[src/rtl/opl_pkg.sv]
// constants and types for the operator panel lock and dial control
// How it works
// [RULE1] direction 0 forward, 1 reverse, reset 0
// [RULE2] language codes 0..7, reset to 1
// [RULE3] panel select 0,1,10,11 decodes dial and lock
// [RULE4] potentiometer mode: dial updates frequency directly
// [RULE5] dial-changed frequency stored after 10 s
// [RULE6] select 10/11: hold mode 2 s locks
// [RULE7] lock shows indication; locked operations show indicator
// [RULE8] indicator returns to monitor after 2 s idle
// [RULE9] locked: hold mode 2 s releases lock
// [RULE10] locked: monitor and stop key keep working
// [RULE11] locked: key stop reset is refused
// [RULE12] panel select writable only when user group 0
// [RULE13] hold timer restarts; one toggle per hold
package opl_pkg;
	localparam int OPL_CLK_HZ = 25_000_000;
	localparam int OPL_HOLD_MS = 2000;
	localparam int OPL_STORE_MS = 10000;
	localparam int OPL_HOLD_CYC = (OPL_HOLD_MS * (OPL_CLK_HZ / 1000));
	localparam int OPL_STORE_CYC = (OPL_STORE_MS * (OPL_CLK_HZ / 1000));
	localparam int OPL_TMR_W = 28;

	localparam logic [7:0] OPL_CFG_OFS = 8'h00;
	localparam logic [7:0] OPL_UGRP_OFS = 8'h04;
	localparam logic [7:0] OPL_STAT_OFS = 8'h08;
	localparam logic [7:0] OPL_FREQ_OFS = 8'h0C;
	localparam logic [7:0] OPL_NVM_OFS = 8'h10;

	localparam int OPL_CFG_DIR_POS = 0;
	localparam int OPL_CFG_LANG_POS = 4;
	localparam int OPL_CFG_SEL_POS = 8;
	localparam int OPL_ST_LOCK_POS = 0;
	localparam int OPL_ST_DISP_POS = 1;
	localparam int OPL_ST_STOP_POS = 3;
	localparam int OPL_ST_PEND_POS = 4;
	localparam int OPL_ST_FREQ_POS = 16;

	localparam logic OPL_DIR_RST = 1'b0;
	localparam logic [2:0] OPL_LANG_RST = 3'h1;
	localparam logic [7:0] OPL_SEL_DIAL = 8'h00;
	localparam logic [7:0] OPL_SEL_POT = 8'h01;
	localparam logic [7:0] OPL_SEL_DIAL_LK = 8'h0A;
	localparam logic [7:0] OPL_SEL_POT_LK = 8'h0B;
	localparam logic [15:0] OPL_UGRP_RST = 16'h0000;
	localparam logic [15:0] OPL_FREQ_RST = 16'h0000;
	localparam logic [15:0] OPL_FREQ_MAX = 16'hFFFF;

	localparam logic [1:0] OPL_RESP_OKAY = 2'b00;
	localparam logic [1:0] OPL_RESP_SLVERR = 2'b10;

	// input pin order inside the synchroniser vector
	localparam int OPL_K_MODE = 0;
	localparam int OPL_K_STOP = 1;
	localparam int OPL_K_RUN = 2;
	localparam int OPL_K_SET = 3;
	localparam int OPL_K_RSTOP = 4;
	localparam int OPL_K_UP = 5;
	localparam int OPL_K_DN = 6;
	localparam int OPL_K_N = 7;

	typedef enum logic [1:0] {
		OPL_DISP_MON = 2'b00,
		OPL_DISP_LOCKED = 2'b01,
		OPL_DISP_ACTIVE = 2'b11
	} opl_disp_t;
endpackage

[src/rtl/opl_panel.sv]
// operator panel: settings, dial, key lock, stop latch, register slave
`timescale 1ns/100ps
module opl_panel import opl_pkg::*; #(
	parameter int HOLD_CYC = OPL_HOLD_CYC,
	parameter int STORE_CYC = OPL_STORE_CYC
) (
	input wire logic clock_i,
	input wire logic rst_i,
	input wire logic [7:0] s_axi_awaddr,
	input wire logic [2:0] s_axi_awprot,
	input wire logic s_axi_awvalid,
	output logic s_axi_awready,
	input wire logic [31:0] s_axi_wdata,
	input wire logic [3:0] s_axi_wstrb,
	input wire logic s_axi_wvalid,
	output logic s_axi_wready,
	output logic [1:0] s_axi_bresp,
	output logic s_axi_bvalid,
	input wire logic s_axi_bready,
	input wire logic [7:0] s_axi_araddr,
	input wire logic [2:0] s_axi_arprot,
	input wire logic s_axi_arvalid,
	output logic s_axi_arready,
	output logic [31:0] s_axi_rdata,
	output logic [1:0] s_axi_rresp,
	output logic s_axi_rvalid,
	input wire logic s_axi_rready,
	input wire logic mode_key_i,
	input wire logic stop_key_i,
	input wire logic run_key_i,
	input wire logic set_key_i,
	input wire logic stop_reset_key_i,
	input wire logic dial_up_i,
	input wire logic dial_down_i,
	output logic run_key_direction_select_o,
	output logic [2:0] terminal_language_select_o,
	output logic run_pulse_o,
	output logic panel_stop_o,
	output logic lock_o,
	output logic [1:0] display_o,
	output logic [15:0] set_freq_o,
	output logic nvm_write_o,
	output logic [15:0] nvm_data_o
);
	logic [OPL_K_N-1:0] sync1_reg, sync2_reg, prev_reg, press;
	logic dir_reg, nvm_we_reg, pend_reg, lock_reg, hold_done_reg;
	logic stop_reg, run_reg, aw_hold_reg, w_hold_reg, awready_reg;
	logic wready_reg, bvalid_reg, arready_reg, rvalid_reg, wr_fire;
	logic pot_mode, lock_allowed, may_set, hold_hit, locked_op, dial_move;
	logic [2:0] lang_reg;
	logic [3:0] wstrb_reg;
	logic [1:0] bresp_reg, rresp_reg;
	logic [7:0] sel_reg, awaddr_reg, sel_new;
	logic [15:0] ugrp_reg, freq_reg, edit_reg, nvm_reg;
	logic [15:0] dial_next, dial_base;
	logic [31:0] wdata_reg, rdata_reg, cfg_rd, stat_rd;
	logic [31:0] cfg_new, ugrp_new, freq_new;
	logic [OPL_TMR_W-1:0] store_cnt_reg, hold_cnt_reg, idle_cnt_reg;
	opl_disp_t disp_reg;
	function automatic logic [31:0] merge(input logic [31:0] old,
		input logic [31:0] data, input logic [3:0] strb);
		logic [31:0] mask;
		mask = {{8{strb[3]}}, {8{strb[2]}},
			{8{strb[1]}}, {8{strb[0]}}};
		return (old & ~mask) | (data & mask);
	endfunction
	// panel pins are asynchronous to the core clock
	always_ff @(posedge clock_i) begin
		if (rst_i) begin
			sync1_reg <= '0;
			sync2_reg <= '0;
			prev_reg <= '0;
		end else begin
			sync1_reg <= {dial_down_i, dial_up_i, stop_reset_key_i,
				set_key_i, run_key_i, stop_key_i, mode_key_i};
			sync2_reg <= sync1_reg;
			prev_reg <= sync2_reg;
		end
	end
	assign press = sync2_reg & ~prev_reg;

	assign pot_mode = (sel_reg == OPL_SEL_POT) ||
		(sel_reg == OPL_SEL_POT_LK); // RULE3
	assign lock_allowed = (sel_reg == OPL_SEL_DIAL_LK) ||
		(sel_reg == OPL_SEL_POT_LK); // RULE3
	assign may_set = (ugrp_reg == 16'h0000); // RULE12
	assign hold_hit = sync2_reg[OPL_K_MODE] && !hold_done_reg &&
		(hold_cnt_reg == OPL_TMR_W'(HOLD_CYC - 1));
	// stop is deliberately not counted: it stays usable under lock
	assign locked_op = lock_reg && (press[OPL_K_RUN] || press[OPL_K_SET] ||
		press[OPL_K_RSTOP] || press[OPL_K_UP] || press[OPL_K_DN]); // RULE7
	assign dial_move = !lock_reg && (press[OPL_K_UP] ^ press[OPL_K_DN]);
	assign dial_base = pot_mode ? freq_reg : edit_reg;
	always_comb begin
		dial_next = dial_base;
		if (press[OPL_K_UP] && dial_base != OPL_FREQ_MAX) begin
			dial_next = dial_base + 16'h0001;
		end else if (press[OPL_K_DN] && dial_base != 16'h0000) begin
			dial_next = dial_base - 16'h0001;
		end
	end

	// mode key hold: restarts on release, fires once per hold
	always_ff @(posedge clock_i) begin
		if (rst_i) begin
			hold_cnt_reg <= '0;
			hold_done_reg <= 1'b0;
		end else if (!sync2_reg[OPL_K_MODE]) begin
			hold_cnt_reg <= '0; // RULE13
			hold_done_reg <= 1'b0; // RULE13
		end else if (hold_hit) begin
			hold_done_reg <= 1'b1; // RULE13
		end else if (!hold_done_reg) begin
			hold_cnt_reg <= hold_cnt_reg + 1'b1;
		end
	end

	always_ff @(posedge clock_i) begin
		if (rst_i) begin
			lock_reg <= 1'b0;
		end else if (lock_reg && (hold_hit || !lock_allowed)) begin
			lock_reg <= 1'b0; // RULE9
		end else if (!lock_reg && hold_hit && lock_allowed) begin
			lock_reg <= 1'b1; // RULE6
		end
	end

	// monitor stays the base view; lock views time out
	always_ff @(posedge clock_i) begin
		if (rst_i) begin
			disp_reg <= OPL_DISP_MON;
			idle_cnt_reg <= '0;
		end else begin
			case (disp_reg)
			OPL_DISP_MON: begin
				idle_cnt_reg <= '0;
				if (!lock_reg && hold_hit && lock_allowed) begin
					disp_reg <= OPL_DISP_LOCKED; // RULE7
				end else if (locked_op) begin
					disp_reg <= OPL_DISP_ACTIVE; // RULE7
				end
			end
			default: begin
				if (!lock_reg || hold_hit) begin
					disp_reg <= OPL_DISP_MON;
					idle_cnt_reg <= '0;
				end else if (locked_op) begin
					disp_reg <= OPL_DISP_ACTIVE; // RULE7
					idle_cnt_reg <= '0; // RULE8
				end else if (idle_cnt_reg == OPL_TMR_W'(HOLD_CYC - 1)) begin
					disp_reg <= OPL_DISP_MON; // RULE8
					idle_cnt_reg <= '0;
				end else begin
					idle_cnt_reg <= idle_cnt_reg + 1'b1;
				end
			end
			endcase
		end
	end

	always_ff @(posedge clock_i) begin
		if (rst_i) begin
			stop_reg <= 1'b0;
			run_reg <= 1'b0;
		end else begin
			if (press[OPL_K_STOP]) begin
				stop_reg <= 1'b1; // RULE10
			end else if (press[OPL_K_RSTOP] && !lock_reg) begin
				stop_reg <= 1'b0; // RULE11
			end
			run_reg <= press[OPL_K_RUN] && !lock_reg && !stop_reg;
		end
	end

	// frequency: dial edits, bus can also load the set value
	always_ff @(posedge clock_i) begin
		if (rst_i) begin
			freq_reg <= OPL_FREQ_RST;
			edit_reg <= OPL_FREQ_RST;
		end else if (dial_move && pot_mode) begin
			freq_reg <= dial_next; // RULE4
			edit_reg <= dial_next;
		end else if (dial_move) begin
			edit_reg <= dial_next;
		end else if (press[OPL_K_SET] && !lock_reg && !pot_mode) begin
			freq_reg <= edit_reg;
		end else if (wr_fire && awaddr_reg == OPL_FREQ_OFS && may_set) begin
			freq_reg <= freq_new[15:0];
			edit_reg <= freq_new[15:0];
		end
	end

	// each pot-mode dial change or unlocked dial-mode set key press restarts the store delay, saving wear
	always_ff @(posedge clock_i) begin
		if (rst_i) begin
			pend_reg <= 1'b0;
			store_cnt_reg <= '0;
			nvm_we_reg <= 1'b0;
			nvm_reg <= OPL_FREQ_RST;
		end else begin
			nvm_we_reg <= 1'b0;
			if ((dial_move && pot_mode) ||
				(press[OPL_K_SET] && !lock_reg && !pot_mode)) begin
				pend_reg <= 1'b1; // RULE5
				store_cnt_reg <= '0;
			end else if (pend_reg &&
				store_cnt_reg == OPL_TMR_W'(STORE_CYC - 1)) begin
				pend_reg <= 1'b0; // RULE5
				nvm_we_reg <= 1'b1;
				nvm_reg <= freq_reg;
			end else if (pend_reg) begin
				store_cnt_reg <= store_cnt_reg + 1'b1;
			end
		end
	end

	assign cfg_rd = {16'h0000, sel_reg, 1'b0, lang_reg, 3'b000, dir_reg};
	assign stat_rd = {freq_reg, 11'h000, pend_reg, stop_reg,
		disp_reg, lock_reg};
	assign cfg_new = merge(cfg_rd, wdata_reg, wstrb_reg);
	assign ugrp_new = merge({16'h0000, ugrp_reg}, wdata_reg, wstrb_reg);
	assign freq_new = merge({16'h0000, freq_reg}, wdata_reg, wstrb_reg);
	assign sel_new = cfg_new[OPL_CFG_SEL_POS +: 8];
	assign wr_fire = aw_hold_reg && w_hold_reg && !bvalid_reg;

	always_ff @(posedge clock_i) begin
		if (rst_i) begin
			dir_reg <= OPL_DIR_RST; // RULE1
			lang_reg <= OPL_LANG_RST; // RULE2
			sel_reg <= OPL_SEL_DIAL; // RULE3
			ugrp_reg <= OPL_UGRP_RST;
		end else if (wr_fire) begin
			if (awaddr_reg == OPL_CFG_OFS && may_set) begin
				dir_reg <= cfg_new[OPL_CFG_DIR_POS]; // RULE1
				lang_reg <= cfg_new[OPL_CFG_LANG_POS +: 3]; // RULE2
				if (sel_new == OPL_SEL_DIAL || sel_new == OPL_SEL_POT ||
					sel_new == OPL_SEL_DIAL_LK ||
					sel_new == OPL_SEL_POT_LK) begin
					sel_reg <= sel_new; // RULE12
				end
			end else if (awaddr_reg == OPL_UGRP_OFS) begin
				ugrp_reg <= ugrp_new[15:0];
			end
		end
	end

	// write side: address and data taken in either order
	always_ff @(posedge clock_i) begin
		if (rst_i) begin
			aw_hold_reg <= 1'b0;
			w_hold_reg <= 1'b0;
			awaddr_reg <= 8'h00;
			wdata_reg <= 32'h0000_0000;
			wstrb_reg <= 4'h0;
			awready_reg <= 1'b0;
			wready_reg <= 1'b0;
			bvalid_reg <= 1'b0;
			bresp_reg <= OPL_RESP_OKAY;
		end else begin
			awready_reg <= !aw_hold_reg && !bvalid_reg &&
				!(s_axi_awvalid && awready_reg);
			wready_reg <= !w_hold_reg && !bvalid_reg &&
				!(s_axi_wvalid && wready_reg);
			if (s_axi_awvalid && awready_reg) begin
				aw_hold_reg <= 1'b1;
				awaddr_reg <= {s_axi_awaddr[7:2], 2'b00};
			end
			if (s_axi_wvalid && wready_reg) begin
				w_hold_reg <= 1'b1;
				wdata_reg <= s_axi_wdata;
				wstrb_reg <= s_axi_wstrb;
			end
			if (wr_fire) begin
				aw_hold_reg <= 1'b0;
				w_hold_reg <= 1'b0;
				bvalid_reg <= 1'b1;
				if (awaddr_reg == OPL_CFG_OFS || awaddr_reg == OPL_UGRP_OFS ||
					awaddr_reg == OPL_FREQ_OFS) begin
					bresp_reg <= OPL_RESP_OKAY;
				end else begin
					bresp_reg <= OPL_RESP_SLVERR;
				end
			end else if (bvalid_reg && s_axi_bready) begin
				bvalid_reg <= 1'b0;
			end
		end
	end

	always_ff @(posedge clock_i) begin
		if (rst_i) begin
			arready_reg <= 1'b0;
			rvalid_reg <= 1'b0;
			rdata_reg <= 32'h0000_0000;
			rresp_reg <= OPL_RESP_OKAY;
		end else begin
			arready_reg <= !rvalid_reg && !(s_axi_arvalid && arready_reg);
			if (s_axi_arvalid && arready_reg) begin
				rvalid_reg <= 1'b1;
				rresp_reg <= OPL_RESP_OKAY;
				if (s_axi_araddr[7:2] == OPL_CFG_OFS[7:2]) begin
					rdata_reg <= cfg_rd;
				end else if (s_axi_araddr[7:2] == OPL_UGRP_OFS[7:2]) begin
					rdata_reg <= {16'h0000, ugrp_reg};
				end else if (s_axi_araddr[7:2] == OPL_STAT_OFS[7:2]) begin
					rdata_reg <= stat_rd;
				end else if (s_axi_araddr[7:2] == OPL_FREQ_OFS[7:2]) begin
					rdata_reg <= {16'h0000, freq_reg};
				end else if (s_axi_araddr[7:2] == OPL_NVM_OFS[7:2]) begin
					rdata_reg <= {16'h0000, nvm_reg};
				end else begin
					rdata_reg <= 32'h0000_0000;
					rresp_reg <= OPL_RESP_SLVERR;
				end
			end else if (rvalid_reg && s_axi_rready) begin
				rvalid_reg <= 1'b0;
			end
		end
	end

	assign s_axi_awready = awready_reg;
	assign s_axi_wready = wready_reg;
	assign s_axi_bvalid = bvalid_reg;
	assign s_axi_bresp = bresp_reg;
	assign s_axi_arready = arready_reg;
	assign s_axi_rvalid = rvalid_reg;
	assign s_axi_rdata = rdata_reg;
	assign s_axi_rresp = rresp_reg;
	assign run_key_direction_select_o = dir_reg; // RULE1
	assign terminal_language_select_o = lang_reg;
	assign run_pulse_o = run_reg;
	assign panel_stop_o = stop_reg;
	assign lock_o = lock_reg;
	assign display_o = disp_reg;
	assign set_freq_o = freq_reg;
	assign nvm_write_o = nvm_we_reg;
	assign nvm_data_o = nvm_reg;
endmodule

[config.mk]
export PLATFORM = sky130hd
export DESIGN_NAME = opl_panel
export DESIGN_NICKNAME = d
export VERILOG_FILES = /design/src/rtl/opl_pkg.sv /design/src/rtl/opl_panel.sv
export SDC_FILE = /design/constraint.sdc
export NUM_CORES = 1
export LEC_CHECK = 0
export CORE_ASPECT_RATIO = 1.25
export CORE_MARGIN = 2
export CORE_UTILIZATION = 35
export DETAILED_ROUTE_END_ITERATION = 10
export DONT_BUFFER_PORTS = 1
export SYNTH_ARGS = -nofsm -noshare
export SYNTH_HDL_FRONTEND = slang
export SYNTH_SLANG_ARGS = --single-unit
[constraint.sdc]
create_clock -name clock_i -period 11.7 [get_ports clock_i]
set_clock_uncertainty 0.15 [all_clocks]
set_input_delay 2.34 -clock clock_i [delete_from_list [all_inputs] [get_ports clock_i]]
set_output_delay 2.34 -clock clock_i [all_outputs]
set_load 0.02 [all_outputs]
==> run summary <==
Status: complete, no violations
Slew Limit Fails: 0
Clk pwr share: 47.3%
# IOs: 155
Mux cell area share after synthesis: 6.981%
Clock root cell: clkbuf_16
DRC Markers: 0
H-tree level count: 1
Synth Area in XOR/XNOR: 5.864%
Die width: 170.3 µm
Most common cell after layout, fill and taps aside: dfxtp_1
Fin area: 13290 µm²
ANT cells: 0
Initial DRC Count: 709
PortBufs: 0
Initial antenna violation count: 0
Die Area: 36080 µm²
Insertion delay of the later-clocked pin in the worst-skew pair: 0.55 ns
Initial Utilization: 35.34%
Post-place instance area: 12390 µm²
Average wire per standard cell: 18.58 µm
Sequential power share: 48.5%
R2R setup slack: 6.93 ns
All-Layer GR Usage: 18.95%
Seq/Total Area, Yosys: 41.87%
Top_reg_cell synth: dfxtp_1
Net Sw Power: 0.4380 mW
Largest family of logic cells by synthesized area: simple AND/OR/NAND/NOR gates
Total congestion overflow: 0
Lkg Pwr: 4.787 nW
Mapped cell area: 12100 µm²
Setup TNS: 0 ns
Logic pwr share: 4.2%
Fmax: 209.7 MHz
CP Capture Type: flip-flop
Mapped Cells: 1489
Nets: 1509
Fraction of layout instances using a drive strength above 1: 5.582%
Number of flip-flops in the largest register: 32
Cts hold-fix bufs: 0
Minimum clock period: 4.768 ns
Post-Synth Simple-Gate Area: 26.50%
Num CTS Buffers: 27
Mean Syn Cell Area: 8.125 µm²
CTS tree: built
MaxCap Viol Count: 0
Final Hold Viols: 0
Internal power: 1.431 mW
CP arrival: 5.11 ns
Slew HR: 25.53%
DRT antenna net count: 0
Slew at the pin with the worst max-slew slack: 1.117 ns
Synth Warn #: 0
Post-CTS Setup Inserts: 0
Area Growth Syn to Fin: 9.835%
Total Routed Length: 34930 µm
# fillers: 3520
Pwr dens: 140.7 nW/µm²
Post-Synth Adder-Cell Area: 0.6205%
Initial DRT Pass Iterations: 7
Global-route wire length before repair: 54210 µm
Crit start category: flip-flop
Register bit total from synthesis: 253
Core area: 34230 µm²
RSZ-0062 raised after global routing: no
Vias in the first global route: 9878
Compound-gate portion of the synthesized area: 13.99%
Final setup vio count: 0
Clk sink count: 253
Post-DP HPWL: 24290 µm
FP Rows: 76
Via density per instance: 5.533
Most frequent cells in the layout: 253 x dfxtp_1, 216 x nor2_1, 145 x nand2_1, 101 x a21oi_1, 75 x mux2i_1
Via count: 10.40k
CP Max Fanout: 43
Overall power: 1.869 mW
Largest net degree at the start of global routing: 156
Critical path class: reg2reg
Worst VDD drop: 0.09799 mV
Final Cycle Share: 40.75%
Clk pin slew, worst setup/hold paths: 0.06 ns
Crit path required time: 12.04 ns
Util after Layout: 38.82%
Die Height: 211.9 µm
Post_cts resized: 0
Asr flop ratio synth: 0%
Synth cell types: 68
Worst Hold Class: reg2reg
Post-synth EDFFs: 0
Switching fraction of total power: 23.43%
Routability Congestion: 0.8850
CTS max path bufs: 3
## cell usage after synthesis (3+ instances only)
library cell	number	area share [%]
and2_1	12	0.62
or4_1	5	0.31
nand4_1	28	1.4
or4bb_1	3	0.28
nand3b_1	6	0.37
a222oi_1	10	0.83
o211a_1	4	0.33
and2_0	4	0.21
a22oi_1	17	1.1
xnor2_1	39	2.8
a21oi_1	101	4.2
nand2b_1	21	1.1
xor2_1	42	3.0
a211o_1	3	0.22
nand2_1	146	4.5
clkbuf_1	83	2.6
buf_1	13	0.40
nor2_1	216	6.7
and4_1	3	0.22
or2_2	5	0.26
a221oi_1	3	0.22
mux2i_1	75	6.2
or3_1	24	1.2
a311o_1	3	0.25
inv_1	27	0.84
nor3b_1	6	0.37
ha_1	6	0.62
mux2_2	7	0.65
a211oi_1	13	0.81
o211ai_1	4	0.25
o22ai_1	16	0.83
nor4_1	29	1.5
nor3_1	51	2.1
nor2b_1	25	1.3
o21ai_0	58	2.4
dfxtp_1	253	42
nor4b_1	5	0.36
o21a_1	5	0.31
nand3_1	57	2.4
buf_2	5	0.21
and3_1	17	0.88
## power by group through the flow
stage          clock (mW)  sequential [mW]  combinational [mW]
2_1_floorplan           0            0.910              0.0741
3_3_place_gp            0            0.925              0.0769
3_5_place_dp            0            0.926              0.0777
4_1_cts             0.905            0.906              0.0782
5_1_grt             0.938            0.909              0.0874
6_report            0.884            0.907              0.0785
## metrics by stage
step / hold slack [ns] / worst slack, ns / instances
global placement: 0.2766 / 7.008 / 1831
detailed placement: 0.2769 / 6.983 / 1831
CTS: 0.2929 / 6.958 / 1880
finish: 0.2887 / 6.932 / 1880
floorplan: 0.2638 / 7.260 / 1490
global route: 0.3135 / 6.576 / 1880
## cell type report
| type | count | area [µm²] | area share, % |
|---|---|---|---|
| multi-input combinational | 1107 | 6570 | 49.44 |
| clock inverter | 12 | 168.9 | 1.271 |
| tap | 429 | 536.8 | 4.040 |
| sequential | 253 | 5065 | 38.12 |
| clock buffer | 37 | 733.2 | 5.518 |
| timing repair buffer | 15 | 112.6 | 0.8475 |
| inverter | 27 | 101.3 | 0.7627 |
## kinds of logic (layout without fill, tap and decap cells)
group / count (synthesis) / count (layout)
and+or+nand+nor: 667 / 667
AOI/OAI and AO/OA: 268 / 268
DFF: 253 / 253
buffers and inverters: 130 / 91
muxes: 83 / 83
xor gates and xnor gates: 81 / 81
adders and majority gates: 6 / 6
other: 1 / 2
## routing by layer
layer / track usage (%) / routed length (µm)
met3: 4.506 / 2531
met2: 31.67 / 16540
met1: 23.49 / 14780
met4: 7.486 / 1091
met5: 0 / 0
## worst max-delay path, stage by stage, from the launching register on
cell      delay [ns]
dfxtp_1         0.32
or4_4           0.58
or4_1           0.49
buf_4           0.32
mux2i_1         0.42
inv_1           0.09
ha_1            0.29
nand2_1         0.09
nor4_1          0.06
mux2i_1         0.55
o221ai_1        0.22
buf_4           0.23
o32a_4          0.26
or4_1           0.53
nand3_1         0.09
## path summary, 6_finish.rpt
check | start | end | cells past startpoint
setup / recovery | sel_reg[4] | edit_reg[13] | 14
hold / removal | sync1_reg[0] | sync2_reg[0] | 1
setup reg to reg | sel_reg[4] | edit_reg[13] | 14
hold reg to reg | sync1_reg[0] | sync2_reg[0] | 1
Note: power is estimated with default switching activity, not from simulation.
